## src/pkg/wps_regs.svh

```systemverilog
// Offsets, field positions, reset values and timing counts of the power-save controller
`ifndef WPS_REGS_SVH
`define WPS_REGS_SVH

// Register indices; the bus byte address is four times the index
`define WPS_IDX_RESET_CAUSE 24'h00_0740
`define WPS_IDX_OSC_CTL 24'h00_0742
`define WPS_IDX_FUSE_OSC 24'hF8_0000
`define WPS_IDX_FUSE_WDOG 24'hF8_0002
`define WPS_IDX_FUSE_BROWN 24'hF8_0004
`define WPS_IDX_FUSE_CODESEG 24'hF8_000A

// Reset cause and control fields
`define WPS_RC_TRAP_BIT 15
`define WPS_RC_ILLOP_BIT 14
`define WPS_RC_EXTRST_BIT 7
`define WPS_RC_SWRST_BIT 6
`define WPS_RC_SOFTWD_BIT 5
`define WPS_RC_WDTIMEOUT_BIT 4
`define WPS_RC_SLEEP_BIT 3
`define WPS_RC_IDLE_BIT 2
`define WPS_RC_BROWNOUT_BIT 1
`define WPS_RC_POWERON_BIT 0
`define WPS_RC_WRITE_MASK 16'hC0FF
`define WPS_RC_POR_VALUE 16'h0003

// Oscillator control fields
`define WPS_OC_CUR_LSB 12
`define WPS_OC_NEW_LSB 8
`define WPS_OC_LOCK_BIT 5
`define WPS_OC_CLKFAIL_BIT 3
`define WPS_OC_LPXTAL_EN_BIT 1
`define WPS_OC_SWITCH_BIT 0
`define WPS_OC_WRITE_MASK 16'hCFCB
`define WPS_OC_RESET_VALUE 16'h0000

// Fuse fields and erased value
`define WPS_FZ_ERASED 16'hFFFF
`define WPS_FZ_WDOG_EN_BIT 15
`define WPS_FZ_CLKMON_LSB 14
`define WPS_FZ_SRC_LSB 8
`define WPS_FZ_PLL_BIT 3
`define WPS_FZ_XTAL_BIT 2
`define WPS_FZ_BROWN_EN_BIT 7

// Clock source codes
`define WPS_OSC_FAST_RC 2'h0
`define WPS_OSC_LOWPWR_RC 2'h1
`define WPS_OSC_LOWPWR_XTAL 2'h2
`define WPS_OSC_PRIMARY 2'h3

// Watchdog counter and timing
`define WPS_WD_TOP 8'hFF
`define WPS_MCLK_MHZ 40
`define WPS_POWERON_DELAY_NS 10000
`define WPS_POWERON_DELAY_CYC ((`WPS_POWERON_DELAY_NS * `WPS_MCLK_MHZ + 999) / 1000)

`endif

```

## src/pkg/wps_pkg.sv

```systemverilog
// Types shared by the watchdog and power-save controller
package wps_pkg;
    typedef enum logic [2:0] {ST_RESET, ST_RUN, ST_IDLE, ST_SLEEP, ST_DELAY, ST_WAITCLK} wps_state_e;

    typedef struct packed {
        logic [15:0] codeSeg;
        logic [15:0] brown;
        logic [15:0] wdog;
        logic [15:0] osc;
    } wps_fuse_s;

    typedef struct packed {
        logic cpuClk;
        logic periphClk;
        logic primaryOsc;
        logic lowPwrXtal;
        logic lowPwrRc;
        logic failsafeMon;
        logic brownout;
        logic lowVolt;
    } wps_gate_s;
endpackage

```

## src/verilog/wps_power_save_wake.sv

```systemverilog
// Watchdog, Sleep/Idle sequencing, wake delays and reset-cause flags
`timescale 1ns/1ps
`default_nettype none
`include "wps_regs.svh"

// Functional notes
// - Watchdog counts on RC ticks, ignoring main clock
// - Fuse enable bit one keeps watchdog on
// - Chip erase leaves fuse enable bit at one
// - Overflow outside Sleep and Idle forces device reset
// - Overflow in Sleep wakes, sets sleep, timeout
// - Fuse zero lets software bit gate watchdog
// - Power-save parameter picks Sleep or Idle
// - Sleep stops CPU, peripheral clocks, oscillator
// - Monitor off in Sleep, RC runs with watchdog
// - Brown-out and low-voltage detect stay on
// - Interrupt, reset or overflow ends Sleep
// - Wake restarts prior clock; power resets use fuses
// - Crystal waits start-up, PLL waits lock, delays
// - Non-crystal sources without PLL wake after power-on delay only
// - Running low-power crystal skips start-up delays
// - Interrupt wake services handler, sets sleep flag
// - Clock dead after delays: trap or suspend
// - Non-power-on reset wakes and sets sleep flag
// - Idle stops only the CPU clock
// - Idle wakes instantly, resumes after instruction
// - Idle flag set by wakes and resets
module wps_power_save_wake #(
    parameter int unsigned POWERUP_CYCLES = 640000, // Power-up timer hold
    parameter int unsigned LOCK_CYCLES = 8000 // PLL lock hold
)(
    input wire logic mclk, // System clock, 40 MHz
    input wire logic rst_n, // Power-on reset
    input wire logic psel, // APB select
    input wire logic penable, // APB enable
    input wire logic pwrite, // APB direction
    input wire logic [25:0] paddr, // APB byte address
    input wire logic [31:0] pwdata, // APB write data
    output logic [31:0] prdata, // APB read data
    output logic pready, // APB ready
    output logic pslverr, // APB error, unmapped address
    input wire logic lowPwrRcTick, // One-cycle tick of the RC oscillator
    input wire logic watchdogClearInstr, // Clear instruction executed
    input wire logic powerSaveInstr, // Power-save instruction executed
    input wire logic powerSaveIdle, // Its parameter: 1 Idle, 0 Sleep
    input wire logic wakeInterrupt, // Enabled interrupt at sufficient priority
    input wire logic brownoutReset, // Brown-out detected, pulse
    input wire logic externalResetPin, // External reset pin event, pulse
    input wire logic lowVoltEnable, // Low-voltage detector enabled
    input wire logic oscStartupDone, // Oscillator start-up timer expired
    input wire logic pllLocked, // PLL lock
    input wire logic fuseProgWrite, // Programmer writes one fuse word
    input wire logic [1:0] fuseProgSel, // Fuse word select
    input wire logic [15:0] fuseProgData, // Fuse word value
    input wire logic chipErase, // Programmer chip erase
    output wps_pkg::wps_gate_s clockGates, // Clock and detector enables
    output logic deviceReset, // Internal device reset, level
    output logic serviceInterrupt, // Branch to handler, pulse
    output logic resumeNext, // Resume after power-save instruction, pulse
    output logic clockFailTrap, // Clock failure trap, pulse
    output logic fastRcForce // Fast RC forced on after trap
);
    localparam logic [31:0] POWERON_DELAY_CYC = 32'(`WPS_POWERON_DELAY_CYC);

    function automatic logic regHit(input logic [25:0] a, input logic [23:0] idx);
        return a == {idx, 2'b00};
    endfunction

    function automatic logic [15:0] bitMask(input int unsigned pos);
        return 16'h0001 << pos;
    endfunction

    wps_pkg::wps_state_e state_reg;
    wps_pkg::wps_state_e stateNext;
    wps_pkg::wps_fuse_s fuse_reg;
    wps_pkg::wps_gate_s gateNext;
    logic [15:0] reset_cause_control_reg;
    logic [15:0] rconNext;
    logic [15:0] osc_reg;
    logic [15:0] oscNext;
    logic [1:0] cosc_reg;
    logic [7:0] wdCnt_reg;
    logic [31:0] delayCnt_reg;
    logic powerRst_reg;
    logic wakeByIntr_reg;
    logic [31:0] prdata_reg;
    logic pready_reg;
    logic pslverr_reg;
    wps_pkg::wps_gate_s gate_reg;
    logic deviceReset_reg;
    logic serviceInterrupt_reg;
    logic resumeNext_reg;
    logic clockFailTrap_reg;
    logic fastRcForce_reg;

    // Bus decode
    wire access = psel && penable;
    wire accept = access && pready_reg;
    wire hitRcon = regHit(paddr, `WPS_IDX_RESET_CAUSE);
    wire hitOsc = regHit(paddr, `WPS_IDX_OSC_CTL);
    wire hitFuseOsc = regHit(paddr, `WPS_IDX_FUSE_OSC);
    wire hitFuseWdog = regHit(paddr, `WPS_IDX_FUSE_WDOG);
    wire hitFuseBrown = regHit(paddr, `WPS_IDX_FUSE_BROWN);
    wire hitFuseCode = regHit(paddr, `WPS_IDX_FUSE_CODESEG);
    wire hitAny = hitRcon | hitOsc | hitFuseOsc | hitFuseWdog | hitFuseBrown | hitFuseCode;
    wire wrRcon = accept && pwrite && hitRcon;
    wire wrOsc = accept && pwrite && hitOsc;

    // Configuration decode
    wire fuseWdogOn = fuse_reg.wdog[`WPS_FZ_WDOG_EN_BIT];
    wire wdogOn = fuseWdogOn | reset_cause_control_reg[`WPS_RC_SOFTWD_BIT];
    wire [1:0] fuseSrc = fuse_reg.osc[`WPS_FZ_SRC_LSB +: 2];
    wire [1:0] clkMon = fuse_reg.osc[`WPS_FZ_CLKMON_LSB +: 2];
    wire clkSwEn = !clkMon[1];
    wire fscmOn = clkMon == 2'b00;
    wire [1:0] wakeOsc = clkSwEn ? cosc_reg : fuseSrc;
    wire primSel = wakeOsc == `WPS_OSC_PRIMARY;
    wire pllUsed = primSel && fuse_reg.osc[`WPS_FZ_PLL_BIT];
    wire lpXtalSel = wakeOsc == `WPS_OSC_LOWPWR_XTAL;
    wire lpXtalKept = osc_reg[`WPS_OC_LPXTAL_EN_BIT];
    // A low-power crystal left running through Sleep needs no start-up hold
    wire oscHold = (primSel && fuse_reg.osc[`WPS_FZ_XTAL_BIT]) || (lpXtalSel && !lpXtalKept);
    wire clkReady = !oscHold || (oscStartupDone && (!pllUsed || pllLocked));
    wire [31:0] wakeDelay = POWERON_DELAY_CYC + (oscHold ? 32'(POWERUP_CYCLES) : 32'h0000_0000)
        + (pllUsed ? 32'(LOCK_CYCLES) : 32'h0000_0000);

    // Events
    wire inSleep = state_reg == wps_pkg::ST_SLEEP;
    wire inIdle = state_reg == wps_pkg::ST_IDLE;
    wire lowPower = inSleep || inIdle;
    // Counter runs only on RC ticks, so a dead main oscillator cannot stop it
    wire wdTimeout = wdogOn && lowPwrRcTick && (wdCnt_reg == `WPS_WD_TOP);
    wire wdReset = wdTimeout && !lowPower;
    wire anyReset = externalResetPin || brownoutReset || wdReset;
    wire wakeAny = lowPower && (wakeInterrupt || wdTimeout);
    wire delayZero = delayCnt_reg == 32'h0000_0000;
    wire trapNow = (state_reg == wps_pkg::ST_DELAY) && delayZero && !clkReady && fscmOn
        && !anyReset;
    wire resumeStep = (stateNext == wps_pkg::ST_RUN) && !trapNow
        && (inIdle || state_reg == wps_pkg::ST_DELAY || state_reg == wps_pkg::ST_WAITCLK);
    wire intrKind = inIdle ? wakeInterrupt : wakeByIntr_reg;
    wire switchNow = (state_reg == wps_pkg::ST_RUN) && osc_reg[`WPS_OC_SWITCH_BIT] && clkSwEn;

    // Reset-cause flags: hardware sets win over a software write in the same cycle
    wire [15:0] hwSet = (externalResetPin ? bitMask(`WPS_RC_EXTRST_BIT) : 16'h0000)
        | (brownoutReset ? bitMask(`WPS_RC_BROWNOUT_BIT) : 16'h0000)
        | (wdTimeout ? bitMask(`WPS_RC_WDTIMEOUT_BIT) : 16'h0000)
        | ((anyReset || wakeAny) && inSleep ? bitMask(`WPS_RC_SLEEP_BIT) : 16'h0000)
        | ((anyReset || wakeAny) && inIdle ? bitMask(`WPS_RC_IDLE_BIT) : 16'h0000);
    wire [15:0] hwClr = (externalResetPin ? bitMask(`WPS_RC_WDTIMEOUT_BIT) : 16'h0000)
        | (externalResetPin && !lowPower ? bitMask(`WPS_RC_SWRST_BIT) : 16'h0000)
        | (wdReset ? (bitMask(`WPS_RC_EXTRST_BIT) | bitMask(`WPS_RC_SWRST_BIT)) : 16'h0000)
        | (brownoutReset ? bitMask(`WPS_RC_POWERON_BIT) : 16'h0000)
        | ((externalResetPin || wdReset) && !inSleep ? bitMask(`WPS_RC_SLEEP_BIT) : 16'h0000)
        | ((externalResetPin || wdReset) && !inIdle ? bitMask(`WPS_RC_IDLE_BIT) : 16'h0000);
    wire [15:0] rconBase = wrRcon ? ((pwdata[15:0] & `WPS_RC_WRITE_MASK)
        | (reset_cause_control_reg & ~`WPS_RC_WRITE_MASK)) : reset_cause_control_reg;
    assign rconNext = (rconBase & ~hwClr) | hwSet;

    wire [15:0] oscBase = wrOsc ? (pwdata[15:0] & `WPS_OC_WRITE_MASK) : osc_reg;
    wire [15:0] oscHwClr = switchNow ? bitMask(`WPS_OC_SWITCH_BIT) : 16'h0000;
    wire [15:0] oscHwSet = trapNow ? bitMask(`WPS_OC_CLKFAIL_BIT) : 16'h0000;
    assign oscNext = (oscBase & ~oscHwClr) | oscHwSet;
    wire [15:0] oscView = osc_reg | {2'b00, cosc_reg, 12'h000}
        | (pllLocked ? bitMask(`WPS_OC_LOCK_BIT) : 16'h0000);

    wire [15:0] readHalf = hitRcon ? reset_cause_control_reg
        : hitOsc ? oscView
        : hitFuseOsc ? fuse_reg.osc
        : hitFuseWdog ? fuse_reg.wdog
        : hitFuseBrown ? fuse_reg.brown
        : hitFuseCode ? fuse_reg.codeSeg
        : 16'h0000;

    // Power state sequencing
    always_comb
    begin
        stateNext = state_reg;
        unique case (state_reg)
            wps_pkg::ST_RESET:
                if (delayZero)
                    stateNext = wps_pkg::ST_RUN;
            wps_pkg::ST_RUN:
                if (powerSaveInstr)
                    stateNext = powerSaveIdle ? wps_pkg::ST_IDLE : wps_pkg::ST_SLEEP;
            wps_pkg::ST_IDLE:
                if (wakeAny)
                    stateNext = wps_pkg::ST_RUN;
            wps_pkg::ST_SLEEP:
                if (wakeAny)
                    stateNext = wps_pkg::ST_DELAY;
            wps_pkg::ST_DELAY:
                if (delayZero)
                    stateNext = (clkReady || fscmOn) ? wps_pkg::ST_RUN : wps_pkg::ST_WAITCLK;
            wps_pkg::ST_WAITCLK:
                if (clkReady)
                    stateNext = wps_pkg::ST_RUN;
            default:
                stateNext = wps_pkg::ST_RESET;
        endcase
        if (anyReset)
            stateNext = wps_pkg::ST_RESET;
    end

    // Gate values follow the state being entered so outputs stay registered
    wire nxSleep = stateNext == wps_pkg::ST_SLEEP;
    always_comb
    begin
        gateNext.cpuClk = stateNext == wps_pkg::ST_RUN;
        gateNext.periphClk = (stateNext == wps_pkg::ST_RUN) || (stateNext == wps_pkg::ST_IDLE);
        gateNext.primaryOsc = (cosc_reg == `WPS_OSC_PRIMARY) && !nxSleep;
        gateNext.lowPwrXtal = ((cosc_reg == `WPS_OSC_LOWPWR_XTAL) && !nxSleep) || lpXtalKept;
        gateNext.lowPwrRc = wdogOn || (fscmOn && !nxSleep)
            || ((cosc_reg == `WPS_OSC_LOWPWR_RC) && !nxSleep);
        gateNext.failsafeMon = fscmOn && !nxSleep;
        gateNext.brownout = fuse_reg.brown[`WPS_FZ_BROWN_EN_BIT];
        gateNext.lowVolt = lowVoltEnable;
    end

    always_ff @(posedge mclk or negedge rst_n)
    begin
        if (!rst_n)
        begin
            state_reg <= wps_pkg::ST_RESET;
            delayCnt_reg <= POWERON_DELAY_CYC;
            powerRst_reg <= 1'b1;
            wakeByIntr_reg <= 1'b0;
        end
        else
        begin
            state_reg <= stateNext;
            if (anyReset)
                delayCnt_reg <= POWERON_DELAY_CYC;
            else if (inSleep && wakeAny)
                delayCnt_reg <= wakeDelay;
            else if (!delayZero)
                delayCnt_reg <= delayCnt_reg - 32'h0000_0001;
            if (brownoutReset)
                powerRst_reg <= 1'b1;
            else if (anyReset || state_reg == wps_pkg::ST_RUN)
                powerRst_reg <= 1'b0;
            if (wakeAny)
                wakeByIntr_reg <= wakeInterrupt;
        end
    end

    // Watchdog counter
    always_ff @(posedge mclk or negedge rst_n)
    begin
        if (!rst_n)
            wdCnt_reg <= 8'h00;
        else if (watchdogClearInstr || anyReset || !wdogOn)
            wdCnt_reg <= 8'h00;
        else if (lowPwrRcTick)
            wdCnt_reg <= wdCnt_reg + 8'h01;
    end

    // Fuses: erased to all ones, changed only by the programmer port
    always_ff @(posedge mclk or negedge rst_n)
    begin
        if (!rst_n)
            fuse_reg <= {4{`WPS_FZ_ERASED}};
        else if (chipErase)
            fuse_reg <= {4{`WPS_FZ_ERASED}};
        else if (fuseProgWrite)
        begin
            unique case (fuseProgSel)
                2'h0: fuse_reg.osc <= fuseProgData;
                2'h1: fuse_reg.wdog <= fuseProgData;
                2'h2: fuse_reg.brown <= fuseProgData;
                2'h3: fuse_reg.codeSeg <= fuseProgData;
            endcase
        end
    end

    // Control registers and clock selection
    always_ff @(posedge mclk or negedge rst_n)
    begin
        if (!rst_n)
        begin
            reset_cause_control_reg <= `WPS_RC_POR_VALUE;
            osc_reg <= `WPS_OC_RESET_VALUE;
            cosc_reg <= `WPS_OSC_FAST_RC;
            fastRcForce_reg <= 1'b0;
        end
        else
        begin
            reset_cause_control_reg <= rconNext;
            osc_reg <= oscNext;
            if (state_reg == wps_pkg::ST_RESET && powerRst_reg)
                cosc_reg <= fuseSrc;
            else if (trapNow)
                cosc_reg <= `WPS_OSC_FAST_RC;
            else if (switchNow)
                cosc_reg <= osc_reg[`WPS_OC_NEW_LSB +: 2];
            fastRcForce_reg <= !anyReset && (trapNow || (fastRcForce_reg && !switchNow));
        end
    end

    // Registered outputs
    always_ff @(posedge mclk or negedge rst_n)
    begin
        if (!rst_n)
        begin
            gate_reg <= '0;
            deviceReset_reg <= 1'b1;
            serviceInterrupt_reg <= 1'b0;
            resumeNext_reg <= 1'b0;
            clockFailTrap_reg <= 1'b0;
        end
        else
        begin
            gate_reg <= gateNext;
            deviceReset_reg <= stateNext == wps_pkg::ST_RESET;
            serviceInterrupt_reg <= resumeStep && intrKind;
            resumeNext_reg <= resumeStep && !intrKind;
            clockFailTrap_reg <= trapNow;
        end
    end

    // APB slave: one wait state, read data and error launched with pready
    always_ff @(posedge mclk or negedge rst_n)
    begin
        if (!rst_n)
        begin
            pready_reg <= 1'b0;
            prdata_reg <= 32'h0000_0000;
            pslverr_reg <= 1'b0;
        end
        else
        begin
            pready_reg <= access && !pready_reg;
            pslverr_reg <= access && !pready_reg && !hitAny;
            if (access && !pready_reg)
                prdata_reg <= {16'h0000, readHalf};
        end
    end

    assign prdata = prdata_reg;
    assign pready = pready_reg;
    assign pslverr = pslverr_reg;
    assign clockGates = gate_reg;
    assign deviceReset = deviceReset_reg;
    assign serviceInterrupt = serviceInterrupt_reg;
    assign resumeNext = resumeNext_reg;
    assign clockFailTrap = clockFailTrap_reg;
    assign fastRcForce = fastRcForce_reg;
endmodule // wps_power_save_wake
`default_nettype wire

```

## config.mk

```make
export PLATFORM = sky130hd
export DESIGN_NAME = wps_power_save_wake
export DESIGN_NICKNAME = d
export VERILOG_FILES = /design/src/pkg/wps_pkg.sv /design/src/verilog/wps_power_save_wake.sv
export VERILOG_INCLUDE_DIRS = /design/src /design/src/pkg
export SDC_FILE = /design/constraint.sdc
export NUM_CORES = 1
export LEC_CHECK = 0
export ABC_AREA = 1
export ABC_CLOCK_PERIOD_IN_PS = 2450
export BUFFER_PORTS_ARGS = -buffer_cell sky130_fd_sc_hd__buf_2
export CAP_MARGIN = 20
export CORE_ASPECT_RATIO = 0.75
export CORE_MARGIN = 3
export CORE_UTILIZATION = 33
export DETAILED_ROUTE_END_ITERATION = 8
export GPL_TIMING_DRIVEN = 0
export MAX_ROUTING_LAYER = met4
export PLACE_DENSITY = 0.5
export SLEW_MARGIN = 20
export SYNTH_ARGS = -nofsm -noshare
export SYNTH_HDL_FRONTEND = slang
export SYNTH_SLANG_ARGS = --single-unit
```

## constraint.sdc

```tcl
create_clock -name mclk -period 2.45 [get_ports mclk]
set_input_delay 0.3675 -clock mclk [delete_from_list [all_inputs] [get_ports mclk]]
set_output_delay 0.3675 -clock mclk [all_outputs]
set_load 0.03 [all_outputs]
```

; After elaboration in Yosys (flattened, before gate mapping)
; Index checks and enable logic that the tools add are counted.
; Widths: inputs -> output; s select.
[op_classes]
addsub = 4
n_eq_ne = 24
mux = 52
bitwise_logic = 24
reduce_logical = 91
[ops]
columns = cell, n
row1 = $mux 16, 12
row2 = $mux 64, 2
row3 = $eq 26x26->1 const B, 4
row4 = $mux 32, 3
row5 = $eq 26x13->1 const B, 2
row6 = $logic_and 1x1->1, 38
row7 = $and 16x16->16, 2
row8 = $logic_not 32->1, 1
row9 = $mux 8, 4
row10 = $or 16x14->16, 2
row11 = $sub 32x1->32 const B, 1
row12 = $mux 3, 10
row13 = $add 21x13->22, 1
row14 = $add 9x20->21 const A, 1
row15 = $logic_or 1x1->1, 20
row16 = $mux 20, 1
row17 = $pmux 3 s6, 1
row18 = $logic_not 1->1, 16
row19 = $not 1->16, 1
row20 = $not 8->16, 1
row21 = $or 16x4->16, 1
row22 = $or 16x6->16, 1
row23 = $or 16x8->16, 1
row24 = $or 8x3->8, 2
row25 = other kinds (27), 67
[totals]
ff_bits = 174
inputBits = 93
out_inout_bits = 47
elab_cells = 223

; Logic depth before layout (Yosys ltp)
; Gate-level depths: netlist of the first run.
[logic_depth]
depth_word = 17
mapped_depth = 13
depth_no_buf = 13

; Least setup slack after synthesis of the first run
; Ideal clock, no wire load.
[synth_timing]
kind = register to register
startpoint = register delayCnt_reg[0]
endpoint = register cosc_reg[0]
arrival_time_ns = 1.684
setup_slack_ns = 0.648
stages_incl_launch_ff = 14
path_buffers = 0
period_less_slack_ns = 1.802
path_cell_list = dfrtp_1 > inv_1 > ha_1 > inv_1 > nor2_4 > nand2_1 > nor2_2 > nand3_4 > nor2_4 > nand2_2 > nand3_1 > nand2_1 > nand2_1 > nand2_1
[synth_via]
elab_chain_cells = 7
elab_cells_between_ends = 8
cone_classes = mux (2) / reduce/logical (6)
[synth_rtl]
columns = element, line
row1 = from (decl), wps_power_save_wake.sv:83  ; logic [31:0] delayCnt_reg;
row2 = from (signal assigned), wps_power_save_wake.sv:235  ; delayCnt_reg <= wakeDelay;
row3 = from (signal assigned), wps_power_save_wake.sv:237  ; delayCnt_reg <= delayCnt_reg - 32'h0000_0001;
row4 = $logic_not 32->1 *, wps_power_save_wake.sv:136  ; wire delayZero = delayCnt_reg == 32'h0000_0000;
row5 = $logic_and 1x1->1 * (3 in series), wps_power_save_wake.sv:137  ; wire trapNow = (state_reg == wps_pkg::ST_DELAY) && delayZero && !clkReady && fscmOn
row6 = $logic_and 1x1->1 *, wps_power_save_wake.sv:138  ; && !anyReset;
row7 = $mux 2, wps_power_save_wake.sv:292  ; else if (trapNow)
row8 = $mux 2, wps_power_save_wake.sv:290  ; if (state_reg == wps_pkg::ST_RESET && powerRst_reg)
row9 = to (signal assigned), wps_power_save_wake.sv:291  ; cosc_reg <= fuseSrc;
row10 = to (signal assigned), wps_power_save_wake.sv:293  ; cosc_reg <= `WPS_OSC_FAST_RC;
row11 = to (signal assigned), wps_power_save_wake.sv:295  ; cosc_reg <= osc_reg[`WPS_OC_NEW_LSB +: 2];
row12 = to (decl), wps_power_save_wake.sv:81  ; logic [1:0] cosc_reg;
; Every way passes the cells marked *; elsewhere a longest branch is shown, timed or not.
; A chain may end at the register's enable or synchronous reset.

==> flow_metrics.py, run 1 <==
metrics = {
    "sta": {
        "worst_pin_slew_ps": 716,
        "hold_viol": 0,
        "setup_viol": 0,
        "finClkSkew_ps": 13.7,
        "slew_headroom_pct": 52.3,
        "min_period_over_period_pct": 91.2,
        "tns_ps": 0,
        "fmax_mhz": 448,
        "fin_crit_ps": 2230,
        "slew_viol_final": 0,
        "rsz0062_at_grt": "no",
    },
    "yosys": {
        "async_flop_share_pct": 100,
        "synth_area_um2": 9020,
        "ys_seq_area_share_pct": 46.2,
        "netlist_top_cells_count": "nand2_1, nor2_1, inv_1",
        "synth-seq-cells": 163,
        "synthFlopType": "dfrtp_1",
        "synthCells": 1175,
        "synth.most_common_cell": "nand2_1",
        "synth-edff-count": 0,
        "yosysTopAreaCell": "dfrtp_1",
        "synth_cell_types": 50,
        "yosysTopAreaCellShare_pct": 25.5,
        "yosysWarnings": 0,
        "synth.avg_cell_area_um2": 7.68,
        "synthTopCellsByArea": "dfrtp_1, dfstp_2, nand2_1, nor2_1, inv_1",
    },
    "finish": {
        "nets": 1415,
        "antenna_cells": 0,
        "area_growth_pct": 18.8,
        "nFillCells": 2784,
        "largest_register_ffs": 59,
        "layout-drive-gt1-share_pct": 25.1,
    },
    "clocking": {
        "cts_tree": "built",
        "cts.clk_slew.worst_paths_ps": 60,
        "cts.htree.levels": 4,
        "cts_root_buffer": "clkbuf_16",
        "ctsLongestPathBuffers": 2,
        "clk_latency_ps": 440,
        "cts_made_buffers": 17,
        "cts_resized": 0,
        "cts_sinks": 163,
    },
    "worst_setup_path": {
        "reg2reg_depth": 12,
        "crit_path_end_kind": "register",
        "worstPathCellList": "inv_1, ha_1, inv_1, nor2_4, nand2_1, nor2_2, nand3_4, nand2_1, nand3_1, nand2_1, inv_2, nor3_2",
        "critPathKind": "reg -> reg",
        "crit_slowest_cell": "dfrtp_1",
        "cp_max_fo": 9,
        "cp_data_required_time_ps": 2780,
        "cpPeakStageDelay_ps": 420,
        "reg2reg_from": "delayCnt_reg[0]$_DFFE_PN0P_",
        "r2r_setup_slack_ps": 220,
        "crit_top_cell": "nand2_1",
        "r2r-end": "clockGates[7]$_DFF_PN0_",
        "start_kind": "register",
        "arrival_ps": 2560,
    },
    "global_route": {
        "use_met2_pct": 23.4,
        "top_usage_layer": "met1",
        "overflow": 0,
        "grt_usage_pct": 18.3,
        "grt_max_degree": 60,
        "met3_usage_pct": 3.12,
        "first_global_vias": 7257,
        "antenna_found_initial": 0,
        "grt_use_met1_pct": 29.5,
        "grt_pass1_wl_mm": 40.5,
    },
    "route": {
        "firstDrtPassIters": 5,
        "drtIter0Drc": 543,
        "wl_mm": 25.4,
        "post_drt_wl_per_cell_um": 15.1,
        "vias": 7800,
        "vias_per_cell": 4.65,
        "drc_errors": 0,
        "ant_nets": 0,
    },
    "worst_hold_path": {
        "whs_path_depth": 1,
        "hp-class": "in -> reg",
        "hold_end": "clockGates[0]$_DFF_PN0_",
        "hp-start": "lowVoltEnable",
    },
    "floorplanning": {
        "fp.dieW_um": 197,
        "start_util_pct": 34.2,
        "fp-row-count": 51,
        "die_area_um2": 29400,
        "pin_count": 140,
        "core_um2": 26400,
        "die_y_um": 149,
    },
    "power": {
        "leakage_nw": 5.24,
        "total_power_mw": 6.13,
        "vdd_drop_max_uv": 496,
        "cellPowerDensity_nw_per_um2": 572,
    },
    "outcome": {
        "status": "finished, final reports clean",
    },
    "place": {
        "place.detailed.hpwl_mm": 20.0,
        "portBuffers": 105,
        "routabilityCongestion": 0.854,
    },
    "job": {
        "cap_violations": 0,
    },
}
-- power breakdown --
group | leakage, nW | internal, mW | switching [mW]
Combinational | 2.96 | 0.188 | 0.410
Sequential | 2.00 | 2.82 | 0.0502
Clock | 0.281 | 1.52 | 1.14
Total | 5.24 | 4.53 | 1.60
-- routing by layer --
metal | vias up | part of all wire (%) | wire, µm
li1 | 3999 | - | -
met1 | 3601 | 56 | 14200
met2 | 182 | 38 | 9720
met3 | 18 | 4.8 | 1220
met4 | 0 | 1.2 | 293
met5 | - | 0 | 0
-- cells in the final DEF, fill, tap and decap left out, drive strengths merged, types with 2 or more instances in the layout --
master and instances:
nand2 285, nor2 269, buf 139, inv 135, dfrtp 92, nand3 78
dfstp 71, o21ai 60, clkbuf 33, nand4 32, nor3 27, a21oi 21
or2 17, conb 16, xor2 12, nor4 7, a31oi 6, mux2 5
a211oi 3, o211ai 3, xnor2 3, clkinv 3, nand3b 2, o31ai 2
ha 2, clkinvlp 2, a21boi 2
-- cell families (layout without fill, tap and decap cells) --
kind of cell,after synthesis,after routing,synth area share (%)
multiplexers,5,5,0.832
XOR/XNOR,15,15,1.46
AND/OR/NAND/NOR,719,719,36.4
AO/OA/AOI/OAI,99,99,6.05
flip-flops,163,163,46.2
other,1,16,0.0416
buffers and inverters,171,314,8.71
adder cells (fa/ha/maj),2,2,0.277
-- stage by stage --
| stage | cell area (µm²) | hold WS [ps] | utilization (%) | cells | setup slack, ps |
|---|---|---|---|---|---|
| global route | 10700 | 30.0 | 40.6 | 1677 | 17.0 |
| global placement | 10000 | 411 | 38.0 | 1639 | -1770 |
| finish | 10700 | 43.1 | 40.6 | 1677 | 216 |
| floorplan | 9080 | 71.9 | - | 1190 | 648 |
| CTS | 10700 | 23.0 | 40.5 | 1674 | 155 |
| detailed placement | 10100 | 323 | 38.2 | 1641 | 160 |
-- how the worst max path moves through the flow --
stage | startpoint | endpoint
floorplan | delayCnt_reg[0]$_DFFE_PN0P_ | cosc_reg[0]$_DFFE_PN0P_
global placement | rst_n | prdata[12]$_DFFE_PN0P_
detailed placement | delayCnt_reg[0]$_DFFE_PN0P_ | serviceInterrupt$_DFF_PN0_
CTS | delayCnt_reg[0]$_DFFE_PN0P_ | serviceInterrupt$_DFF_PN0_
global route | delayCnt_reg[0]$_DFFE_PN0P_ | cosc_reg[1]$_DFFE_PN0P_
finish | delayCnt_reg[0]$_DFFE_PN0P_ | clockGates[7]$_DFF_PN0_
-- critical path: cells and delay by family (launching register included) --
| family | cells | cell delay, ps |
|---|---|---|
| buffers and inverters | 3 | 310 |
| adder cells (fa/ha/maj) | 1 | 250 |
| AND/OR/NAND/NOR | 8 | 1160 |
| flip-flops | 1 | 420 |
-- area by class of cell --
type                            count  area, µm²  area share [%]
Buffer                             39        288            2.69
Clock inverter                      9       95.1           0.887
Inverter                          132        498            4.65
Clock buffer                       23        488            4.55
Sequential cell                   163       4170            38.9
Timing Repair Buffer              111        623            5.82
Tap cell                          344        430            4.02
Multi-Input combinational cell    856       4130            38.5
-- what timing repair did --
action	4_1_cts	5_1_grt
setup endpoints to repair	0	2
hold endpoints to repair	20	0
buffers inserted	0	3
hold buffers	1	0
No activity file was read; power rests on OpenSTA's default activity.
==> inputs of run 2 (changes only) <==
--- a/config.mk
+++ b/config.mk
@@ -12,11 +12,11 @@
 export CAP_MARGIN = 20
 export CORE_ASPECT_RATIO = 0.75
 export CORE_MARGIN = 3
-export CORE_UTILIZATION = 33
+export CORE_UTILIZATION = 40
 export DETAILED_ROUTE_END_ITERATION = 8
 export GPL_TIMING_DRIVEN = 0
 export MAX_ROUTING_LAYER = met4
-export PLACE_DENSITY = 0.5
+export PLACE_DENSITY = 0.59
 export SLEW_MARGIN = 20
 export SYNTH_ARGS = -nofsm -noshare
 export SYNTH_HDL_FRONTEND = slang
==> run 2 against run 1 <==
Effect of this change:
- clock skew decreased by 3.0 ps
- critical endpoint unchanged
- flip-flop and latch count stayed put
- worst setup slack lost 32 ps
- combinational power down 1%
- non-clock buffer count fell by 4
- final area shrank 1.2%
- hold slack gained 4.2 ps
- via count increased by 1.9%
- power down 0.88%
==> flow_metrics.py, run 2 (same netlist as run 1, synthesis figures left out) <==
metrics = {
    "outcome": {
        "status": "finished, final reports clean",
    },
    "finish": {
        "largest_register_ffs": 59,
        "layout_common_cells": "nand2_1, nor2_1, inv_1",
        "finalNonFillerCells": 1617,
        "final_cell_area_um2": 10600,
        "final_common_cell": "nand2_1",
        "antenna_cells": 0,
        "layout-drive-gt1-share_pct": 25.0,
        "regArea_um2": 4170,
        "nFillCells": 2172,
        "area_growth_pct": 17.3,
        "nets": 1411,
        "multi_input_area_um2": 4130,
    },
    "place": {
        "dp.cells": 1584,
        "routabilityCongestion": 0.877,
        "place_area_um2": 10000,
        "portBuffers": 105,
        "place.detailed.hpwl_mm": 18.6,
    },
    "sta": {
        "finClkSkew_ps": 10.7,
        "min_period_over_period_pct": 92.5,
        "slew_headroom_pct": 50.1,
        "fmax_mhz": 441,
        "setup_viol": 0,
        "worst_pin_slew_ps": 749,
        "rsz0062_at_grt": "no",
        "fin_crit_ps": 2270,
        "hold_viol": 0,
        "slew_viol_final": 0,
    },
    "worst_setup_path": {
        "crit_top_cell": "nand2_1",
        "path_buf_inv": 3,
        "crit_slowest_cell": "dfrtp_1",
        "cp_top_family": "simple AND/OR/NAND/NOR gates",
        "cpPeakStageDelay_ps": 410,
        "reg2reg_from": "delayCnt_reg[0]$_DFFE_PN0P_",
        "cp_data_required_time_ps": 2790,
        "crit_start": "delayCnt_reg[0]$_DFFE_PN0P_",
        "crit_path_end_kind": "register",
        "worstPathCellList": "inv_1, ha_1, inv_1, nor2_4, nand2_1, nor2_2, nand3_4, nand2_1, nand3_1, nand2_1, inv_2, nor3_2",
        "critPathKind": "reg -> reg",
        "start_kind": "register",
        "arrival_ps": 2600,
        "cp_max_fo": 9,
    },
    "floorplanning": {
        "fp.dieW_um": 179,
        "fp-row-count": 46,
        "die_area_um2": 24400,
        "start_util_pct": 41.7,
        "core_um2": 21600,
        "pin_count": 140,
        "die_y_um": 136,
    },
    "clocking": {
        "cts.clk_slew.worst_paths_ps": 70,
        "cts.htree.levels": 4,
        "cts_made_buffers": 17,
        "cts_sinks": 163,
        "holdBufCountCts": 1,
        "post_cts_buffers": 0,
        "clk_latency_ps": 440,
        "cts_root_buffer": "clkbuf_16",
        "cts_resized": 0,
        "ctsLongestPathBuffers": 2,
        "cts_tree": "built",
    },
    "route": {
        "drtIter0Drc": 624,
        "ant_nets": 0,
        "vias": 7950,
        "vias_per_cell": 4.92,
        "drc_errors": 0,
        "post_drt_wl_per_cell_um": 15.0,
        "wl_mm": 24.3,
        "firstDrtPassIters": 7,
    },
    "global_route": {
        "antenna_found_initial": 0,
        "overflow": 0,
        "grt_max_degree": 96,
        "first_global_vias": 7381,
        "grt_pass1_wl_mm": 39.5,
        "grt_usage_pct": 21.0,
    },
    "power": {
        "cellPowerDensity_nw_per_um2": 574,
        "leakage_nw": 5.19,
        "vdd_drop_max_uv": 431,
        "total_power_mw": 6.08,
    },
    "job": {
        "cap_violations": 0,
    },
    "worst_hold_path": {
        "hp-start": "lowVoltEnable",
        "hp-class": "in -> reg",
    },
}
run 2: worst reg2reg max path, delay by kind of cell, from the launching register on:
kind          cells  cell delay (ps)
fa+ha+maj         1              230
flops             1              410
simple gates      8             1220
buf+inv           3              300
run 2: layout make-up:
class	count	area share, %
clock buffer	19	4.19
inverter	132	4.71
tap	288	3.41
buffer	39	2.72
sequential	163	39.4
clock inverter	13	1.19
timing repair buffer	107	5.42
multi-input combinational	856	39.0
run 2: report_power, final:
group	total, mW	internal, mW	switching, mW
clock network	2.61	1.44	1.17
logic	0.590	0.183	0.407
registers	2.88	2.82	0.0512
total	6.08	4.45	1.63
run 2: stage by stage:
stage	hold WS (ps)	util (%)	worst slack, ps	setup TNS [ps]
finish	47.3	48.9	185	0
global route	36.4	48.9	49.2	0
CTS	32.4	48.9	241	0
detailed placement	375	46.2	254	0
global placement	409	46.0	-1640	-192740
floorplan	71.9	-	648	0
run 2: final timing paths:
path / slack [ps] / endpoint / cells past startpoint
max: 180 / clockGates[7]$_DFF_PN0_ / 12
min: 50 / clockGates[0]$_DFF_PN0_ / 1
max reg2reg: 180 / clockGates[7]$_DFF_PN0_ / 12
min reg2reg: 420 / clockGates[1]$_DFF_PN0_ / 0
max in group asynchronous: 1060 / fuse_reg[3]$_DFFE_PN1P_ / 3
min in group asynchronous: 480 / wdCnt_reg[0]$_DFFE_PN0P_ / 2
run 2: metal layers:
| layer | vias up | GRT usage (%) | share of wire, % |
|---|---|---|---|
| li1 | 3981 | - | - |
| met4 | 0 | 4.89 | 1.3 |
| met2 | 234 | 26.9 | 38 |
| met3 | 24 | 4.81 | 6.4 |
| met5 | - | - | 0 |
| met1 | 3711 | 32.8 | 54 |
==> inputs of run 3 (changes only) <==
==> constraint.sdc (replaced) <==
create_clock -name mclk -period 2.45 [get_ports mclk]
set_input_delay 0.1225 -clock mclk [delete_from_list [all_inputs] [get_ports mclk]]
set_output_delay 0.1225 -clock mclk [all_outputs]
set_load 0.03 [all_outputs]
==> run 3 against run 2 <==
Effect of this change:
- clock power about the same
- cell count up 0.99%
- sequential power about the same
- worst setup slack better by 32 ps
- largest power group unchanged
==> flow_metrics.py, run 3 (same netlist as run 1, synthesis figures left out) <==
metrics = {
    "outcome": {
        "status": "finished, final reports clean",
    },
    "place": {
        "dp_slack_ps": 254,
        "place_area_um2": 10000,
        "routabilityCongestion": 0.877,
        "place.detailed.hpwl_mm": 18.6,
        "portBuffers": 105,
    },
    "sta": {
        "fmax_mhz": 448,
        "slew_headroom_pct": 49.0,
        "layout_setup_ws_ps": 217,
        "fin_crit_ps": 2230,
        "worst_pin_slew_ps": 766,
        "slew_viol_final": 0,
        "setup_viol": 0,
        "hold_viol": 0,
        "rsz0062_at_grt": "no",
        "min_period_over_period_pct": 91.1,
        "finClkSkew_ps": 11.4,
    },
    "clocking": {
        "cts_sinks": 163,
        "ctsLongestPathBuffers": 2,
        "cts.htree.levels": 4,
        "clk_latency_ps": 440,
        "cts_resized": 0,
        "cts_made_buffers": 17,
        "cts_root_buffer": "clkbuf_16",
        "holdBufCountCts": 17,
        "cts.clk_slew.worst_paths_ps": 70,
        "cts_tree": "built",
        "post_cts_buffers": 0,
    },
    "finish": {
        "final_cell_area_um2": 10700,
        "postLayoutCoreUtil_pct": 49.6,
        "largest_register_ffs": 59,
        "layout_common_cells": "nand2_1, nor2_1, inv_1",
        "layout-drive-gt1-share_pct": 24.7,
        "area_growth_pct": 19.1,
        "antenna_cells": 0,
        "final_common_cell": "nand2_1",
        "nets": 1427,
    },
    "power": {
        "cellPowerDensity_nw_per_um2": 568,
        "leakage_nw": 5.26,
        "vdd_drop_max_uv": 431,
    },
    "route": {
        "vias_per_cell": 4.91,
        "post_drt_wl_per_cell_um": 14.9,
        "vias": 8012,
        "firstDrtPassIters": 5,
        "wl_mm": 24.4,
        "drc_errors": 0,
        "drtIter0Drc": 647,
        "ant_nets": 0,
    },
    "worst_setup_path": {
        "cp_data_required_time_ps": 2790,
        "crit_top_cell": "nand2_1",
        "cp_top_family": "simple AND/OR/NAND/NOR gates",
        "crit_start": "delayCnt_reg[0]$_DFFE_PN0P_",
        "reg2reg_depth": 12,
        "reg2reg_from": "delayCnt_reg[0]$_DFFE_PN0P_",
        "path_buf_inv": 3,
        "start_kind": "register",
        "r2r-end": "clockGates[7]$_DFF_PN0_",
        "cpPeakStageDelay_ps": 410,
        "critPathKind": "reg -> reg",
        "arrival_ps": 2570,
        "crit_path_end_kind": "register",
        "cp_max_fo": 9,
        "worstPathCellList": "inv_1, ha_1, inv_1, nor2_4, nand2_1, nor2_2, nand3_4, nand2_1, nand3_1, nand2_1, inv_2, nor3_2",
        "r2r_setup_slack_ps": 220,
        "crit_slowest_cell": "dfrtp_1",
    },
    "floorplanning": {
        "core_um2": 21600,
        "pin_count": 140,
        "die_y_um": 136,
        "die_area_um2": 24400,
        "fp.dieW_um": 179,
        "fp-row-count": 46,
        "start_util_pct": 41.7,
    },
    "worst_hold_path": {
        "hp-class": "in -> reg",
        "whs_path_depth": 4,
        "hp-start": "watchdogClearInstr",
        "hold_end": "wdCnt_reg[5]$_DFFE_PN0P_",
    },
    "global_route": {
        "grt_usage_pct": 21.1,
        "first_global_vias": 7461,
        "overflow": 0,
        "antenna_found_initial": 0,
        "grt_max_degree": 96,
        "grt_pass1_wl_mm": 39.8,
    },
    "job": {
        "cap_violations": 0,
    },
}
run 3: changes by cell type in the layout (fill, tap and decap cells not counted):
cell,change
dlygate4sd3_1,+16
run 3: area by class of cell:
type | count | area [µm²]
fillers | 2153 | 10900
flip-flops and latches | 163 | 4170
multi-input cells | 856 | 4130
repair buffers | 123 | 733
inverters | 132 | 498
clock buffers | 19 | 443
well taps | 288 | 360
plain buffers | 39 | 288
clock inverters | 13 | 126
run 3: where the power goes:
group / total, mW / internal (mW) / switching (mW)
Combinational: 0.609 / 0.199 / 0.410
Clock: 2.62 / 1.44 / 1.18
Sequential: 2.88 / 2.82 / 0.0510
run 3: worst max path at each step:
| stage | endpoint | slack, ps | cells past startpoint |
|---|---|---|---|
| floorplan | cosc_reg[0]$_DFFE_PN0P_ | 650 | 13 |
| CTS | cosc_reg[1]$_DFFE_PN0P_ | 240 | 13 |
| finish | clockGates[7]$_DFF_PN0_ | 220 | 12 |
| detailed placement | cosc_reg[1]$_DFFE_PN0P_ | 250 | 13 |
| global route | clockGates[7]$_DFF_PN0_ | 50 | 12 |
| global placement | prdata[11]$_DFFE_PN0P_ | -1390 | 1 |
run 3: per-layer routing:
metal | vias to the layer above | part of all wire (%) | GRT usage [%]
met5 | - | 0 | -
met3 | 25 | 6.9 | 4.73
met2 | 228 | 39 | 27.3
li1 | 4015 | - | -
met1 | 3744 | 53 | 32.8
met4 | 0 | 1.3 | 4.89
run 3: worst min-delay path: cells and delay by family:
family / cells / cell delay, ps
AND/OR/NAND/NOR: 1 / 70
AO/OA/AOI/OAI: 2 / 100
buffers and inverters: 1 / 120
run 3: metrics by stage:
stage               setup TNS [ps]  std cells  power [mW]  hold WS, ps
detailed placement               0       1584        3.51          130
global route                     0       1633        6.34         17.1
finish                           0       1633        6.10         12.2
floorplan                        0       1190        3.26         -173
CTS                              0       1633        6.16         2.65
global placement           -152800       1583        3.49          236
